`config.mk`:
```
export PLATFORM = sky130hd
export DESIGN_NAME = acs_sequencer
export DESIGN_NICKNAME = d
export VERILOG_FILES = /design/src/design/acs_pkg.sv /design/src/design/acs_sequencer.sv
export SDC_FILE = /design/constraint.sdc
export NUM_CORES = 1
export LEC_CHECK = 0
export BUFFER_PORTS_ARGS = -buffer_cell sky130_fd_sc_hd__buf_4
export CAP_MARGIN = 20
export CELL_PAD_IN_SITES_DETAIL_PLACEMENT = 2
export CELL_PAD_IN_SITES_GLOBAL_PLACEMENT = 2
export CORE_MARGIN = 2
export CORE_UTILIZATION = 34
export CTS_BUF_LIST = sky130_fd_sc_hd__clkbuf_4 sky130_fd_sc_hd__clkbuf_8
export DETAILED_ROUTE_END_ITERATION = 6
export PLACE_DENSITY = 0.83
export SLEW_MARGIN = 15
export SYNTH_ARGS = -nofsm -noshare
export SYNTH_HDL_FRONTEND = slang
export SYNTH_SLANG_ARGS = --single-unit
```
`constraint.sdc`:
```
create_clock -name hclk -period 4.8 [get_ports hclk]
set_clock_uncertainty 0.1 [all_clocks]
set_input_delay 0.24 -clock hclk [delete_from_list [all_inputs] [get_ports hclk]]
set_output_delay 0.24 -clock hclk [all_outputs]
set_load 0.03 [all_outputs]
```
`src/design/acs_pkg.sv`:
```
// Shared constants and types of the conversion sequencer
`default_nettype none
package acs_pkg;
  // Register byte offsets
  localparam logic [7:0] OFF_CTRL = 8'h00;
  localparam logic [7:0] OFF_SEL  = 8'h04;
  localparam logic [7:0] OFF_RES  = 8'h08;
  localparam logic [7:0] OFF_TRIG = 8'h0c;
  // Control and status fields
  localparam int CS_EN    = 7;
  localparam int CS_START = 6;
  localparam int CS_AUTO  = 5;
  localparam int CS_FLAG  = 4;
  localparam int CS_IE    = 3;
  localparam int CS_PS    = 0;
  localparam int PS_W     = 3;
  // Selection and trigger fields
  localparam int SEL_REF  = 6;
  localparam int SEL_CHAN = 0;
  localparam int TRIG_FREE = 0;
  // Reference encodings
  localparam logic [1:0] REF_EXT     = 2'h0;
  localparam logic [1:0] REF_SUPPLY  = 2'h1;
  localparam logic [1:0] REF_RSVD    = 2'h2;
  localparam logic [1:0] REF_BANDGAP = 2'h3;
  // Sleep modes that start a conversion
  localparam logic [2:0] SLEEP_IDLE = 3'h0;
  localparam logic [2:0] SLEEP_NR   = 3'h1;
  // Result
  localparam int         RES_W      = 10;
  localparam logic [9:0] FULL_SCALE = 10'h3ff;
  localparam logic [9:0] SAR_MSB    = 10'h200;
  localparam logic [3:0] SAR_TOP    = 4'h9;
  // Timing in tenths of a converter clock cycle
  localparam int NORM_SAMP_X10  = 15;
  localparam int NORM_TOTAL_X10 = 130;
  localparam int AUTO_SAMP_X10  = 20;
  localparam int AUTO_TOTAL_X10 = 135;
  localparam int FIRST_SAMP_X10 = 135;
  localparam int FIRST_TOTAL_X10 = 250;
  // Same instants in converter clock half-cycles
  localparam logic [7:0] NORM_SAMP   = 8'(NORM_SAMP_X10 * 2 / 10);
  localparam logic [7:0] NORM_TOTAL  = 8'(NORM_TOTAL_X10 * 2 / 10);
  localparam logic [7:0] AUTO_SAMP   = 8'(AUTO_SAMP_X10 * 2 / 10);
  localparam logic [7:0] AUTO_TOTAL  = 8'(AUTO_TOTAL_X10 * 2 / 10);
  localparam logic [7:0] FIRST_SAMP  = 8'(FIRST_SAMP_X10 * 2 / 10);
  localparam logic [7:0] FIRST_TOTAL = 8'(FIRST_TOTAL_X10 * 2 / 10);
  localparam int PRE_W = 7;

  typedef enum logic [1:0] {KIND_NORMAL, KIND_FIRST, KIND_AUTO} acs_kind_t;

  typedef struct packed {
    logic [1:0] ref_sel;
    logic [3:0] chan;
  } acs_sel_t;
endpackage
`default_nettype wire

```
`src/design/acs_sequencer.sv`:
```
// Conversion sequencer with AHB-Lite register slave
// Summary of operation
// - Normal conversion samples at 1.5 cycles, ends at 13.
// - Auto-triggered conversion samples at 2 cycles, ends at 13.5.
// - First conversion after enable lasts 25 cycles, sampling at 13.5.
// - Active selection tracks the shadow until start, then freezes.
// - Tracking resumes in the final converter cycle.
// - A written start begins on the next converter clock rising edge.
// - A safely written selection applies to the next conversion.
// - In free running, a change hits the conversion after the current one.
// - Reference is analog supply, internal bandgap, or external pin.
// - Reference codes: 00 external, 01 supply, 11 bandgap, 10 reserved.
// - Inputs above the reference saturate near full scale.
// - Halting into idle or noise-reduction sleep starts a conversion.
// - A wake-up does not stop a sleep conversion or its interrupt.
// - Other sleep modes never clear the enable by themselves.
// - Output code is linear from zero to all ones.
// - Start bit reads one while converting, cleared at the end.
// - At the end the result is stored and the done flag set.
//
// Implementation choices: the AHB-Lite interface to the registers and the placing of the registers.
`default_nettype none
module acs_sequencer
  import acs_pkg::*;
(
  // Clock and reset
  input  wire  logic                hclk,
  input  wire  logic                hresetn,
  // AHB-Lite slave
  input  wire  logic                hsel,
  input  wire  logic [31:0]         haddr,
  input  wire  logic [1:0]          htrans,
  input  wire  logic                hwrite,
  input  wire  logic [2:0]          hsize,
  input  wire  logic [31:0]         hwdata,
  input  wire  logic                hready,
  output logic       [31:0]         hrdata,
  output logic                      hreadyout,
  output logic                      hresp,
  // Analog side
  input  wire  logic                cmp_above,
  input  wire  logic                trigger_in,
  output acs_sel_t                  active_sel,
  output logic                      ref_ext,
  output logic                      ref_supply,
  output logic                      ref_bandgap,
  output logic                      sample_hold,
  output logic       [RES_W-1:0]    dac_code,
  output logic                      converter_on,
  // Sleep controller and interrupt
  input  wire  logic                cpu_halted,
  input  wire  logic [2:0]          sleep_mode,
  output logic                      conv_irq
);
  logic              en_r, auto_r, ie_r, free_r, flag_r, start_req_r;
  logic [PS_W-1:0]   ps_r;
  acs_sel_t          shadow_r, active_r;
  logic [PRE_W-1:0]  pre_cnt_r, half_len;
  logic              phase_r, trig_d_r, halted_d_r;
  logic              busy_r, first_pend_r, resolving_r;
  acs_kind_t         kind_r;
  logic [7:0]        half_cnt_r, samp_half, total_half;
  logic [RES_W-1:0]  sar_r, result_r, dac_r, sar_nxt;
  logic [3:0]        bit_r;
  logic              wr_pend_r, rd_pend_r, hready_r;
  logic [7:0]        addr_r;
  logic [31:0]       rdata_r;
  logic              ref_ext_r, ref_sup_r, ref_bg_r, samp_r, irq_r;
  // Bus phase decode
  logic ap, wr_ctrl;
  assign ap      = hsel && hready && htrans[1];
  assign wr_ctrl = wr_pend_r && (addr_r == OFF_CTRL);
  // Converter clock as half-cycle ticks
  logic half_tick, rise_tick, trig_start, sleep_start, begin_norm, restart, start_any;
  logic done, sample, final_cyc, sar_step;
  assign half_len   = PRE_W'(1) << ((ps_r == '0) ? 3'h0 : ps_r - 3'h1);
  assign half_tick  = en_r && (pre_cnt_r == half_len - PRE_W'(1));
  assign rise_tick  = half_tick && !phase_r;
  assign trig_start = en_r && auto_r && !free_r && trigger_in && !trig_d_r && !busy_r;
  assign sleep_start = en_r && !busy_r && !start_req_r && cpu_halted && !halted_d_r &&
                       (sleep_mode == SLEEP_IDLE || sleep_mode == SLEEP_NR);
  assign begin_norm = rise_tick && start_req_r && !busy_r;
  assign done       = busy_r && half_tick && (half_cnt_r + 8'h1 == total_half);
  assign sample     = busy_r && half_tick && (half_cnt_r + 8'h1 == samp_half);
  assign restart    = done && auto_r && free_r;
  assign start_any  = begin_norm || trig_start || restart;
  assign final_cyc  = busy_r && (half_cnt_r + 8'h2 >= total_half);
  assign sar_step   = busy_r && half_tick && half_cnt_r[0] && resolving_r;

  always_comb begin
    unique case (kind_r)
      KIND_FIRST: begin
        samp_half  = FIRST_SAMP;
        total_half = FIRST_TOTAL;
      end
      KIND_AUTO: begin
        samp_half  = AUTO_SAMP;
        total_half = AUTO_TOTAL;
      end
      default: begin
        samp_half  = NORM_SAMP;
        total_half = NORM_TOTAL;
      end
    endcase
  end
  // Prescaler, held in reset while disabled and restarted by a trigger
  always_ff @(posedge hclk or negedge hresetn) begin
    if (!hresetn) begin
      pre_cnt_r <= '0;
      phase_r   <= 1'b0;
    end else if (!en_r) begin
      pre_cnt_r <= '0;
      phase_r   <= 1'b0;
    end else if (trig_start) begin
      pre_cnt_r <= '0;
      phase_r   <= 1'b1;
    end else if (half_tick) begin
      pre_cnt_r <= '0;
      phase_r   <= !phase_r;
    end else begin
      pre_cnt_r <= pre_cnt_r + PRE_W'(1);
    end
  end

  always_ff @(posedge hclk or negedge hresetn) begin
    if (!hresetn) begin
      trig_d_r   <= 1'b0;
      halted_d_r <= 1'b0;
    end else begin
      trig_d_r   <= trigger_in;
      halted_d_r <= cpu_halted;
    end
  end
  // Conversion timing
  always_ff @(posedge hclk or negedge hresetn) begin
    if (!hresetn) begin
      busy_r     <= 1'b0;
      half_cnt_r <= '0;
      kind_r     <= KIND_NORMAL;
    end else if (!en_r) begin
      busy_r     <= 1'b0;
    end else if (start_any) begin
      busy_r     <= 1'b1;
      half_cnt_r <= '0;
      if (first_pend_r)
        kind_r <= KIND_FIRST;
      else if (trig_start)
        kind_r <= KIND_AUTO;
      else
        kind_r <= KIND_NORMAL;
    end else if (done) begin
      busy_r     <= 1'b0;
    end else if (busy_r && half_tick) begin
      half_cnt_r <= half_cnt_r + 8'h1;
    end
  end

  always_ff @(posedge hclk or negedge hresetn) begin
    if (!hresetn)
      first_pend_r <= 1'b1;
    else if (!en_r)
      first_pend_r <= 1'b1;
    else if (start_any)
      first_pend_r <= 1'b0;
  end
  // Shadow tracking; frozen from start until the final converter cycle
  always_ff @(posedge hclk or negedge hresetn) begin
    if (!hresetn)
      active_r <= '0;
    else if (!busy_r || final_cyc)
      active_r <= shadow_r;
  end
  // Successive approximation, one bit per converter rising edge
  always_comb begin
    sar_nxt = sar_r;
    if (cmp_above)
      sar_nxt = sar_r | (RES_W'(1) << bit_r);
  end

  always_ff @(posedge hclk or negedge hresetn) begin
    if (!hresetn) begin
      sar_r       <= '0;
      bit_r       <= '0;
      resolving_r <= 1'b0;
      dac_r       <= '0;
      samp_r      <= 1'b0;
    end else begin
      samp_r <= sample;
      if (!en_r) begin
        resolving_r <= 1'b0;
      end else if (sample) begin
        sar_r       <= '0;
        bit_r       <= SAR_TOP;
        resolving_r <= 1'b1;
        dac_r       <= SAR_MSB;
      end else if (sar_step) begin
        sar_r <= sar_nxt;
        if (bit_r == 4'h0) begin
          resolving_r <= 1'b0;
        end else begin
          bit_r <= bit_r - 4'h1;
          dac_r <= sar_nxt | (RES_W'(1) << (bit_r - 4'h1));
        end
      end
    end
  end
  // Result, flag and start request
  always_ff @(posedge hclk or negedge hresetn) begin
    if (!hresetn)
      result_r <= '0;
    else if (done)
      result_r <= sar_r;
  end

  always_ff @(posedge hclk or negedge hresetn) begin
    if (!hresetn)
      flag_r <= 1'b0;
    else if (done)
      flag_r <= 1'b1;
    else if (wr_ctrl && hwdata[CS_FLAG])
      flag_r <= 1'b0;
  end
  // A wake-up never cancels the request; only disable or completion do
  always_ff @(posedge hclk or negedge hresetn) begin
    if (!hresetn)
      start_req_r <= 1'b0;
    else if (wr_ctrl && !hwdata[CS_EN])
      start_req_r <= 1'b0;
    else if (done && !restart)
      start_req_r <= 1'b0;
    else if (sleep_start)
      start_req_r <= 1'b1;
    else if (wr_ctrl && hwdata[CS_START] && !busy_r)
      start_req_r <= 1'b1;
  end
  // Control bits, changed only by software
  always_ff @(posedge hclk or negedge hresetn) begin
    if (!hresetn) begin
      en_r   <= 1'b0;
      auto_r <= 1'b0;
      ie_r   <= 1'b0;
      ps_r   <= '0;
    end else if (wr_ctrl) begin
      en_r   <= hwdata[CS_EN];
      auto_r <= hwdata[CS_AUTO];
      ie_r   <= hwdata[CS_IE];
      ps_r   <= hwdata[CS_PS +: PS_W];
    end
  end

  always_ff @(posedge hclk or negedge hresetn) begin
    if (!hresetn) begin
      shadow_r <= '0;
      free_r   <= 1'b0;
    end else if (wr_pend_r && addr_r == OFF_SEL) begin
      shadow_r.ref_sel <= hwdata[SEL_REF +: 2];
      shadow_r.chan    <= hwdata[SEL_CHAN +: 4];
    end else if (wr_pend_r && addr_r == OFF_TRIG) begin
      free_r <= hwdata[TRIG_FREE];
    end
  end
  // Analog switch drive; reserved code keeps the internal reference off
  always_ff @(posedge hclk or negedge hresetn) begin
    if (!hresetn) begin
      ref_ext_r <= 1'b0;
      ref_sup_r <= 1'b0;
      ref_bg_r  <= 1'b0;
      irq_r     <= 1'b0;
    end else begin
      ref_ext_r <= en_r && (active_r.ref_sel == REF_EXT || active_r.ref_sel == REF_RSVD);
      ref_sup_r <= en_r && (active_r.ref_sel == REF_SUPPLY);
      ref_bg_r  <= en_r && (active_r.ref_sel == REF_BANDGAP);
      irq_r     <= flag_r && ie_r;
    end
  end
  // Bus slave: writes without wait, reads with one wait state
  always_ff @(posedge hclk or negedge hresetn) begin
    if (!hresetn) begin
      wr_pend_r <= 1'b0;
      rd_pend_r <= 1'b0;
      hready_r  <= 1'b1;
      addr_r    <= '0;
      rdata_r   <= '0;
    end else begin
      wr_pend_r <= ap && hwrite;
      rd_pend_r <= ap && !hwrite;
      hready_r  <= !(ap && !hwrite);
      if (ap)
        addr_r <= haddr[7:0];
      if (rd_pend_r) begin
        unique case (addr_r)
          OFF_CTRL: rdata_r <= {24'h0, en_r, start_req_r || busy_r, auto_r, flag_r, ie_r, ps_r};
          OFF_SEL:  rdata_r <= {24'h0, shadow_r.ref_sel, 2'h0, shadow_r.chan};
          OFF_RES:  rdata_r <= {22'h0, result_r};
          OFF_TRIG: rdata_r <= {31'h0, free_r};
          default:  rdata_r <= '0;
        endcase
      end
    end
  end

  assign hrdata       = rdata_r;
  assign hreadyout    = hready_r;
  assign hresp        = 1'b0;
  assign active_sel   = active_r;
  assign ref_ext      = ref_ext_r;
  assign ref_supply   = ref_sup_r;
  assign ref_bandgap  = ref_bg_r;
  assign sample_hold  = samp_r;
  assign dac_code     = dac_r;
  assign converter_on = en_r;
  assign conv_irq     = irq_r;

  logic [15:0]       chk_cyc_r;
  always_ff @(posedge hclk or negedge hresetn) begin
    if (!hresetn)
      chk_cyc_r <= '0;
    else
      chk_cyc_r <= start_any ? 16'h0 : chk_cyc_r + 16'h1;
  end
endmodule
`default_nettype wire

```
### After elaboration in Yosys (flattened, before gate mapping)

Cells that the tools add are included.

| cells by class | value |
|---|---|
| reduce and logical (&&, ||, !) cells | 69 |
| bitwise gates (word level) | 3 |
| order comparisons | 1 |
| shift-type cells | 3 |
| add/subtract/negate cells | 6 |
| muxes and demuxes | 39 |
| equal/unequal tests | 19 |

Operator list:

| kind | count |
|---|---|
| 2-to-1 mux 10 bit | 6 |
| one-hot mux 10 bit (4 select lines) | 1 |
| logical AND 1 bit | 38 |
| 2-to-1 mux 8 bit | 3 |
| 2-to-1 mux 7 bit | 3 |
| OR 10 bit | 2 |
| << shifter 1 x 4 -> 10 bit, first input constant | 2 |
| 2-to-1 mux 1 bit | 18 |
| equality test 8 x 4 -> 1 bit, second input constant | 2 |
| equality test 8 bit | 2 |
| 2-to-1 mux 4 bit | 3 |
| inequality test 3 x 1 -> 1 bit, second input constant | 4 |
| one-hot mux 6 bit (2 select lines) | 1 |
| logical NOT 1 bit | 10 |
| one-hot mux 5 bit (2 select lines) | 1 |
| adder 8 x 1 -> 8 bit, second input constant | 1 |
| adder 8 x 2 -> 8 bit, second input constant | 1 |
| equality test 8 x 3 -> 1 bit, second input constant | 1 |
| >= comparator 8 bit | 1 |
| logical NOT 8 bit | 1 |
| AND reduction 2 bit | 4 |
| adder 7 x 1 -> 7 bit, second input constant | 1 |
| equality test 7 bit | 1 |
| << shifter 1 x 3 -> 7 bit, first input constant | 1 |
| 18 further kinds | 32 |

| word-level totals | value |
|---|---|
| logic and storage cells | 174 |
| flip-flop bits (word level) | 126 |
| output and inout port bits | 56 |

### Depth between registers and ports, before layout

Gate-level depths: netlist of the first run.

| logic depth | value |
|---|---|
| depth in word-level cells | 14 |
| mapped depth | 17 |
| depth with buffers taken out | 13 |

### Least setup slack after synthesis of the first run

OpenSTA, ideal clock, no wires.

| timing | value |
|---|---|
| kind | reg-to-reg |
| from | register ps_r[0] |
| to | register kind_r[0] |
| path slack | 1.346 ns |
| required time | 4.575 ns |
| library setup time | 0.125 ns |
| buffers on the path | 3 |
| cell stages (with the launch flop) | 16 |
| data arrival time | 3.229 ns |
| path through | dfrtp_1 > buf_2 > buf_4 > nor2_1 > inv_1 > ha_1 > clkbuf_1 > nand3b_1 > ha_1 > xor2_1 > xnor2_1 > a31o_2 > nor3_1 > nand4_2 > o21ai_4 > mux2_4 |

| between the ends | value |
|---|---|
| word-level cells in the longest chain between the ends | 12 |
| elaborated cells between the ends (all ways) | 17 |

RTL lines:

| item | RTL line | RTL |
|---|---|---|
| from (decl) | acs_sequencer.sv:56 | `logic [PS_W-1:0] ps_r;` |
| from (signal assigned) | acs_sequencer.sv:247 | `ps_r <= hwdata[CS_PS +: PS_W];` |
| subtractor 3 x 1 -> 3 bit / logical NOT 3 bit (equally long branches) | acs_sequencer.sv:76 | `assign half_len = PRE_W'(1) << ((ps_r == '0) ? 3'h0 : ps_r - 3'h1);` |
| 2-to-1 mux 3 bit * | acs_sequencer.sv:76 |  |
| << shifter 1 x 3 -> 7 bit * | acs_sequencer.sv:76 |  |
| subtractor 7 x 1 -> 7 bit * | acs_sequencer.sv:77 | `assign half_tick = en_r && (pre_cnt_r == half_len - PRE_W'(1));` |
| equality test 7 bit * | acs_sequencer.sv:77 |  |
| logical AND 1 bit * | acs_sequencer.sv:77 |  |
| logical AND 1 bit (on tied branches) | acs_sequencer.sv:78, acs_sequencer.sv:83 |  |
| logical AND 1 bit (on tied branches) | acs_sequencer.sv:82, acs_sequencer.sv:83 |  |
| logical AND 1 bit (on tied branches) | acs_sequencer.sv:82, acs_sequencer.sv:85 |  |
| logical OR 1 bit / logical AND 1 bit (equally long branches) | acs_sequencer.sv:86, acs_sequencer.sv:85 |  |
| logical OR 1 bit * | acs_sequencer.sv:86 | `assign start_any = begin_norm \|\| trig_start \|\| restart;` |
| AND reduction 2 bit (no line) * | -- |  |
| to (signal assigned) | acs_sequencer.sv:139 | `kind_r <= KIND_NORMAL;` |
| to (signal assigned) | acs_sequencer.sv:146 | `kind_r <= KIND_FIRST;` |
| to (signal assigned) | acs_sequencer.sv:148 | `kind_r <= KIND_AUTO;` |
| to (decl) | acs_sequencer.sv:61 | `acs_kind_t kind_r;` |

Every way passes the cells marked *; elsewhere a longest branch is shown, timed or not.
A chain may end at the register's enable or synchronous reset.

### Worst setup path after layout of the first run

| timing | value |
|---|---|
| from | register ps_r[0] |
| to | register result_r[9] |

| between the ends | value |
|---|---|
| word-level cells in the longest chain between the ends | 8 |
| elaborated cells between the ends (all ways) | 9 |

RTL lines:

| item | RTL line | RTL |
|---|---|---|
| subtractor 3 x 1 -> 3 bit / logical NOT 3 bit (equally long branches) | acs_sequencer.sv:76 |  |
| 2-to-1 mux 3 bit * | acs_sequencer.sv:76 |  |
| << shifter 1 x 3 -> 7 bit * | acs_sequencer.sv:76 |  |
| subtractor 7 x 1 -> 7 bit * | acs_sequencer.sv:77 |  |
| equality test 7 bit * | acs_sequencer.sv:77 |  |
| logical AND 1 bit * | acs_sequencer.sv:77 |  |
| logical AND 1 bit * (2 in a row) | acs_sequencer.sv:83 | `assign done = busy_r && half_tick && (half_cnt_r + 8'h1 == total_half);` |
| to (signal assigned) | acs_sequencer.sv:212 | `result_r <= sar_r;` |
| to (decl) | acs_sequencer.sv:63 | `logic [RES_W-1:0] sar_r, result_r, dac_r, sar_nxt;` |

Marked as above.

==> out/qor.csv, run 1 <==
metric,value,unit
status,finished clean,
final-hold-violation-count,0,
antenna_found_initial,0,
gp_congestion,0.822,
setup_viol,0,
worst-path-max-fanout,17,
postSynthAreaPerCell,9.98,um^2
synthCells,578,
worst_slack,0.576,ns
area_growth,15.3,%
avgViaCountPerCell,5.42,
finalMaxSlewViolations,0,
rsz0062_at_grt,no,
num_vias,4693,
yosysSeqAreaShare,45.2,%
synth_top_area_share,44.3,%
fin_nets,736,
crit_arrival,4.42,ns
whs,0.00610,ns
drv_cap,0,
end_kind,register,
synth_seq_cells,104,
drcViolationCount,0,
yosys_warnings,0,
fp-row-count,47,
yosysTopAreaCell,dfrtp_1,
grt_use_total,22.1,%
grt_max_degree,57,
die_h,134,um
critPathLaunchType,register,
core,16600,um^2
io_buffers,59,
n_antenna_cell,0,
utilization,40.1,%
final_antenna_net_count,0,
cp.required,4.99,ns
dr.pass1.iters,4,
worstSetupPathType,register to register,
synth_flop_cell,dfrtp_1,
wire_per_inst,22.3,um
wl,19.3,mm
power.leakage,2.89,nW
die_width,134,um
drive_above_1_share,21.8,%
max_freq,237,MHz
grt_overflow,0,
cts_tree,done,
hpwl,12.7,mm
cts_buffers,9,
synth-edff-count,0,
first_global_vias,5337,
ir_drop,0.134,mV
cts-root-buf,clkbuf_8,
hold_class,input pin to register,
yosysUniqueCellTypes,66,
cts.sinks,104,
min_period,4.22,ns
clk_transition_reported_paths,0.12,ns
clk_latency,0.40,ns
die_area,18000,um^2
syn_area,5770,um^2
preCtsSetupSlack,0.465,ns
drtIter0Drc,182,
tightest_slew,0.899,ns
htree_levels,3,
max-slew-margin-rel,39.5,%
synth_area_leaders,"dfrtp_1, mux2_2, buf_4, ha_1, o21ai_0",
grt_pass1_wl,30.9,mm
synthArstFlopShare,100,%
cts_setup_buffers,0,
initial_utilization,34.8,%
clock_path_buffers,2,
fin_crit_sh,88.0,%
power_density,331,nW/um^2
finalSetupTns,0,ns
io_pins,136,
[what timing repair did]
action | 4_1_cts | 5_1_grt
gates resized for setup | 0 | 1
endpoints found under the setup margin | 0 | 5
hold buffers | 16 | 0
hold endpoints to repair | 66 | 0
[final cells by class]
| type | instances | area (um^2) |
|---|---|---|
| clock buffer | 11 | 145 |
| clock inverter | 5 | 40.0 |
| fill | 1792 | 9930 |
| inverter | 33 | 124 |
| multi-input combinational | 412 | 2810 |
| sequential | 104 | 2610 |
| tap | 220 | 275 |
| timing repair buffer | 81 | 648 |
[worst paths after layout]
check / startpoint / endpoint / slack (ns) / cells after the start
max: ps_r[0] / result_r[9] / 0.58 / 13
min reg2reg: active_sel[5] / ref_supply / 0.39 / 1
max reg2reg: ps_r[0] / result_r[9] / 0.58 / 13
max in group asynchronous: hresetn / half_cnt_r[0] / 3.06 / 3
min: hwdata[0] / free_r / 0.006 / 2
min in group asynchronous: hresetn / pre_cnt_r[2] / 0.31 / 2
[Yosys cell counts, types with 4 or more instances]
| library cell | instances |
|---|---|
| a21oi_1 | 30 |
| a221o_1 | 4 |
| a31o_2 | 4 |
| a31oi_1 | 7 |
| and2_1 | 7 |
| and3_1 | 7 |
| buf_2 | 9 |
| buf_4 | 28 |
| clkbuf_1 | 14 |
| dfrtp_1 | 102 |
| ha_1 | 15 |
| inv_1 | 33 |
| mux2_2 | 38 |
| mux2i_1 | 6 |
| nand2_1 | 21 |
| nand2b_1 | 13 |
| nand3_1 | 35 |
| nand3b_1 | 6 |
| nand4_1 | 9 |
| nor2_1 | 39 |
| nor2b_1 | 10 |
| nor3_1 | 7 |
| o211ai_1 | 7 |
| o21ai_0 | 36 |
| o22ai_1 | 8 |
| or3_1 | 5 |
| xnor2_1 | 15 |
| xor2_1 | 9 |
[layer usage]
layer	global-route usage, %	vias to the layer above	routed length [um]
met5	0	-	0
li1	-	2121	-
met1	26.7	2435	7960
met4	6.90	0	463
met3	3.44	35	572
met2	40.4	102	10300
[layout by cell type, fill, tap and decap left out, types with 4 or more instances in the layout]
master / instances
nand4_1: 9
and3_1: 7
a221o_1: 4
mux2i_1: 6
buf_4: 65
or3_1: 5
nor2_1: 39
a31o_2: 4
o21ai_0: 36
conb_1: 23
dlygate4sd3_1: 16
inv_1: 33
xor2_1: 9
dfrtp_1: 102
ha_1: 15
o211ai_1: 7
and2_1: 7
xnor2_1: 15
clkbuf_8: 10
nor2b_1: 10
nand3_1: 35
nand2b_1: 13
a31oi_1: 7
nand2_1: 21
nor3_1: 7
o22ai_1: 8
nand3b_1: 6
a21oi_1: 30
mux2_2: 38
[flip-flops by register name, summed over array words and instances (netlist names), 2 cells and up]
register,cells
active_sel,6
addr_r,8
bit_r,4
dac_code,10
half_cnt_r,8
hrdata,10
kind_r,2
pre_cnt_r,7
ps_r,3
result_r,10
sar_r,10
shadow_r,6
[worst max-delay path: stages (launching register included)]
cell      delay, ns
dfrtp_1        0.59
nor2_1         0.27
inv_1          0.07
ha_1           0.35
a21oi_1        0.27
nand2_1        0.09
ha_1           0.30
and2_1         0.21
a211oi_1       0.28
o221ai_1       0.20
a21oi_2        0.20
nand4_1        0.19
nor2_2         0.55
mux2_2         0.44
[per-stage QoR]
step	power (W)	instance area (um^2)	cells
floorplan	0.00144	5850	600
global placement	0.00156	6300	834
detailed placement	0.00162	6300	834
CTS	0.00219	6650	866
global route	0.00231	6650	866
finish	0.00220	6650	866
[power by group]
| part | switching (W) | leakage [nW] | total (W) | internal, W |
|---|---|---|---|---|
| sequential | 0.000128 | 1.28 | 0.00107 | 0.000946 |
| clock | 0.000350 | 0.0977 | 0.000564 | 0.000214 |
| combinational | 0.000333 | 1.51 | 0.000561 | 0.000228 |
[logic make-up (layout without fill, tap and decap cells)]
family	after synthesis	in the layout	share of synthesized area, %
buf+inv	84	130	7.49
simple gates	178	178	17.0
xor+xnor	24	24	3.65
compound gates	126	126	14.2
flops	104	104	45.2
fa+ha+maj	15	15	3.25
mux	46	46	9.11
other cells	1	23	0.0650
No activity file was read; power rests on OpenSTA's default activity.
==> run 2, diff against run 1 <==
CORE_MARGIN = default   (was 2)
==> out/qor.csv, run 2 (synthesis gave the netlist of run 1 again) <==
metric,value,unit,change
status,finished clean,,
max_freq,228,MHz,-3.7%
finalInstanceArea,6660,um^2,+0.13%
io_buffers,59,,unchanged
power_density,339,nW/um^2,+2.4%
hold_depth,2,,unchanged
cts_setup_buffers,0,,unchanged
grt_busiest_layer,met2,,
die_h,132,um,-1.5%
power_frac_comb,25.3,%,-0.2 points
cts.sinks,104,,unchanged
hold_end,converter_on,,
finalSetupTns,0,ns,unchanged
critPathLaunchType,register,,
clk_latency,0.41,ns,about the same
fp-row-count,47,,unchanged
min_period,4.39,ns,+0.163 ns
hold_class,input pin to register,,
wire_per_inst,22.4,um,+0.59%
htree_levels,3,,unchanged
initial_utilization,34.8,%,unchanged
drcViolationCount,0,,unchanged
antenna_found_initial,0,,unchanged
final_antenna_net_count,0,,unchanged
timing.rr.start,ps_r[1],,
hold_start,hwdata[7],,
worstSetupPathType,register to register,,
use_met3,4.77,%,+1.3 points
hpwl,12.9,mm,+1.7%
fin_nets,735,,-0.14%
wl,19.4,mm,+0.47%
die_width,132,um,-1.5%
seqPwrFrac,48.1,%,-0.8 points
die_area,17500,um^2,-3.0%
p_sw_share,36.9,%,+0.049 points
io_pins,136,,unchanged
clock_path_buffers,2,,unchanged
cts-root-buf,clkbuf_8,,
num_vias,4730,,+0.79%
p_clk_share,26.7,%,+1.1 points
ir_drop,0.155,mV,+15%
worst-path-max-fanout,16,,-1
mostFrequentLayoutCell,dfrtp_1,,
grt_pass1_wl,30.9,mm,about the same
first_global_vias,5327,,-0.19%
grt_use_total,23.2,%,+1.1 points
area_growth,15.5,%,
utilization,40.2,%,+0.053 points
setup_viol,0,,unchanged
fin_crit_sh,91.4,%,+3.4 points
postPlaceCellArea,6300,um^2,-0.12%
clk_transition_reported_paths,0.11,ns,about the same
rrSetupSlack,0.41,ns,-0.16 ns
rsz0062_at_grt,yes,,
avgViaCountPerCell,5.47,,+0.90%
use_met2,41.5,%,+1.1 points
cp.required,5.00,ns,about the same
grt_overflow,0,,unchanged
crit_arrival,4.59,ns,+0.17 ns
final_cell_mix,"dfrtp_1, buf_4, nor2_1, mux2_2, o21ai_0",,
finalMaxSlewViolations,0,,unchanged
worstReg2RegEnd,kind_r[0],,
tightest_slew,0.948,ns,+0.0489 ns
end_kind,register,,
ff2ff_path_depth,13,,unchanged
grt_max_degree,55,,-3.5%
p_sw,0.000832,W,+2.7%
cts_buffers,9,,unchanged
use_met1,27.2,%,+0.49 points
drv_cap,0,,unchanged
drive_above_1_share,21.7,%,-0.12 points
drtIter0Drc,237,,+30%
gp_congestion,0.835,,+1.5%
power.leakage,2.89,nW,about the same
max-slew-margin-rel,36.2,%,-3.3 points
n_antenna_cell,0,,unchanged
whs,0.0120,ns,+0.00587 ns
final-hold-violation-count,0,,unchanged
core,16600,um^2,unchanged
intPower,0.00142,W,+2.5%
dr.pass1.iters,4,,unchanged
cts_tree,done,,
[run 2: what timing repair did]
action                     in CTS  in global routing
gates resized for setup         0                  1
hold endpoints to repair       69                  0
setup endpoints to repair       0                 11
hold buffers                   16                  0
[run 2: power groups by stage]
stage / clock, W / sequential, W / combinational, W
after floorplan: 0 / 0.00104 / 0.000401
after global placement: 0 / 0.00108 / 0.000485
after detailed placement: 0 / 0.00109 / 0.000532
after CTS: 0.000602 / 0.00108 / 0.000556
after global routing: 0.000646 / 0.00109 / 0.000614
final: 0.000602 / 0.00108 / 0.000569
[run 2: layer usage]
layer  up-vias  routed length (um)
met5         -                   0
met4         0                 648
met3        44                 713
met2       112               10100
met1      2449                7890
li1       2125                   -
[run 2: worst max-delay path by stage]
stage	slack (ns)	start	end	cells past startpoint
global route	0.0007	ps_r[1]	kind_r[0]	13
CTS	0.46	ps_r[1]	dac_code[6]	14
floorplan	1.35	ps_r[0]	kind_r[0]	15
global placement	0.80	ps_r[1]	dac_code[4]	14
finish	0.41	ps_r[1]	kind_r[0]	13
detailed placement	0.48	ps_r[0]	dac_code[6]	14
[run 2: per-stage QoR]
step,setup slack (ns),instances,power (W)
2_1_floorplan,1.35,600,0.00144
3_3_place_gp,0.797,833,0.00156
3_5_place_dp,0.483,833,0.00162
4_1_cts,0.455,865,0.00223
5_1_grt,0.000747,865,0.00235
6_report,0.413,865,0.00225
[run 2: critical path, cell delays in order (launching register included)]
cell and delay, ns:
dfrtp_1 0.71, nor2_1 0.18, inv_1 0.09, ha_1 0.44
a21oi_1 0.14, nand2_1 0.15, ha_1 0.32, inv_1 0.12
a2111oi_0 0.29, a31oi_1 0.10, xnor2_1 0.35, nand4_2 0.48
o21ai_4 0.47, mux2_4 0.34
[run 2: area by class of cell]
cell class                      instances  area [um^2]
Fill cell                            1798         9920
Sequential cell                       104         2610
Clock inverter                          7         77.6
Timing Repair Buffer                   80          641
Clock buffer                            9          124
Multi-Input combinational cell        412         2810
Inverter                               33          124
Tap cell                              220          275
==> run 3, diff against run 2 <==
BUFFER_PORTS_ARGS = -buffer_cell sky130_fd_sc_hd__clkbuf_2   (was -buffer_cell sky130_fd_sc_hd__buf_4)
==> out/qor.csv, run 3 (synthesis gave the netlist of run 1 again) <==
metric,value,unit,change
drv_cap,0,,unchanged
hold_class,input pin to register,,
die_width,132,um,unchanged
grt_overflow,0,,unchanged
use_met1,25.2,%,-2.0 points
clock_path_buffers,2,,unchanged
num_vias,4664,,-1.4%
clk_transition_reported_paths,0.11,ns,about the same
max_freq,236,MHz,+3.7%
n_fill_cell,1795,,-0.17%
grt_max_degree,70,,+27%
grt_busiest_layer,met2,,
grt_pass1_wl,29.8,mm,-3.5%
rsz0062_at_grt,no,,
tightest_slew,0.966,ns,+0.0179 ns
worst-path-max-fanout,17,,+1
fp-row-count,47,,unchanged
cts_buffers,9,,unchanged
die_area,17500,um^2,unchanged
final_antenna_net_count,0,,unchanged
drive_above_1_share,21.7,%,unchanged
use_met3,3.34,%,-1.4 points
first_global_vias,5343,,+0.30%
avgViaCountPerCell,5.39,,-1.4%
crit_arrival,4.44,ns,-0.15 ns
cp.required,5.01,ns,about the same
clk_latency,0.40,ns,about the same
rrSetupSlack,0.57,ns,+0.16 ns
htree_levels,3,,unchanged
worst_slack,0.569,ns,+0.157 ns
regArea,2610,um^2,unchanged
drtIter0Drc,186,,-22%
power.leakage,2.85,nW,-1.2%
max-slew-margin-rel,35.6,%,-0.61 points
setup_viol,0,,unchanged
use_met2,40.6,%,-0.91 points
fin_nets,735,,unchanged
min_period,4.23,ns,-0.157 ns
cts.repair.resized,0,,unchanged
antenna_found_initial,0,,unchanged
core,16600,um^2,unchanged
grt_use_total,22.0,%,-1.2 points
gp_congestion,0.840,,+0.62%
fin_crit_sh,88.1,%,-3.3 points
final-hold-violation-count,0,,unchanged
multi_input_area,2810,um^2,about the same
critPathLaunchType,register,,
max_stage_delay,0.59,ns,-0.12 ns
ir_drop,0.151,mV,-2.5%
initial_utilization,34.8,%,unchanged
slowest_stage,dfrtp_1,,
power_density,341,nW/um^2,+0.73%
final_cell_mix,"dfrtp_1, clkbuf_2, nor2_1, mux2_2, o21ai_0",,
wire_per_inst,21.3,um,-5.1%
cts-root-buf,clkbuf_8,,
drcViolationCount,0,,unchanged
crit_chain,nor2_1 -> inv_1 -> ha_1 -> a21oi_1 -> nand2_1 -> ha_1 -> xor2_1 -> xnor2_1 -> a31o_2 -> nor4_2 -> and4_1 -> buf_4 -> nand4_1 -> a21oi_1,,
finalSetupTns,0,ns,unchanged
worstSetupPathType,register to register,,
n_antenna_cell,0,,unchanged
mostFrequentLayoutCell,dfrtp_1,,
status,finished clean,,
die_h,132,um,unchanged
io_buffers,59,,unchanged
end_kind,register,,
io_pins,136,,unchanged
hpwl,12.6,mm,-2.3%
cts.sinks,104,,unchanged
dr.pass1.iters,4,,unchanged
finalMaxSlewViolations,0,,unchanged
cts_tree,done,,
wl,18.4,mm,-5.1%
preCtsSetupSlack,0.629,ns,+0.146 ns
area_growth,13.1,%,
[run 3: worst paths after layout]
kind | from | end | cells after the start
setup / recovery | ps_r[0] | sar_r[0] | 14
hold / removal | haddr[2] | addr_r[2] | 2
setup reg to reg | ps_r[0] | sar_r[0] | 14
hold reg to reg | active_sel[5] | ref_supply | 1
max in group asynchronous | hresetn | hreadyout | 3
min in group asynchronous | hresetn | auto_r | 2
[run 3: routing by layer]
metal  up-vias  routed length (um)
met5         -                   0
met4         0                 645
met3        45                 514
met2       110                9620
met1      2393                7620
li1       2116                   -
[run 3: critical path: cells and delay by family (launching register included)]
family / cells / cell delay [ns]
and+or+nand+nor: 5 / 1.34
AOI/OAI and AO/OA: 3 / 0.73
adders and majority gates: 2 / 0.63
DFF: 1 / 0.59
buffers and inverters: 2 / 0.40
xor gates and xnor gates: 2 / 0.34
[run 3: stage by stage]
step | instance area [um^2] | utilization, % | instances | power, W | hold WS [ns]
floorplan | 5850 | - | 600 | 0.00144 | -0.156
global placement | 6160 | 37.1 | 834 | 0.00155 | 0.268
detailed placement | 6160 | 37.1 | 834 | 0.00161 | 0.274
CTS | 6520 | 39.3 | 865 | 0.00223 | 0.000868
global route | 6520 | 39.3 | 865 | 0.00233 | 0.0132
finish | 6520 | 39.3 | 865 | 0.00222 | 0.0154
[run 3: where the power goes]
| group | internal [W] | switching [W] |
|---|---|---|
| registers | 0.000946 | 0.000126 |
| clock network | 0.000263 | 0.000347 |
| logic | 0.000214 | 0.000328 |
| total | 0.00142 | 0.000800 |
[run 3: repair_timing]
| action | 4_1_cts | 5_1_grt |
|---|---|---|
| hold buffers | 15 | 0 |
| endpoints found under the hold margin | 83 | 0 |
| buffers inserted | 0 | 0 |
[run 3: area by class of cell]
| cell class | count | share of cell area, % |
|---|---|---|
| clock buffers | 10 | 2.11 |
| flip-flops and latches | 104 | 39.9 |
| inverters | 33 | 1.90 |
| multi-input cells | 412 | 43.1 |
| clock inverters | 6 | 1.15 |
| repair buffers | 80 | 7.56 |
| well taps | 220 | 4.22 |
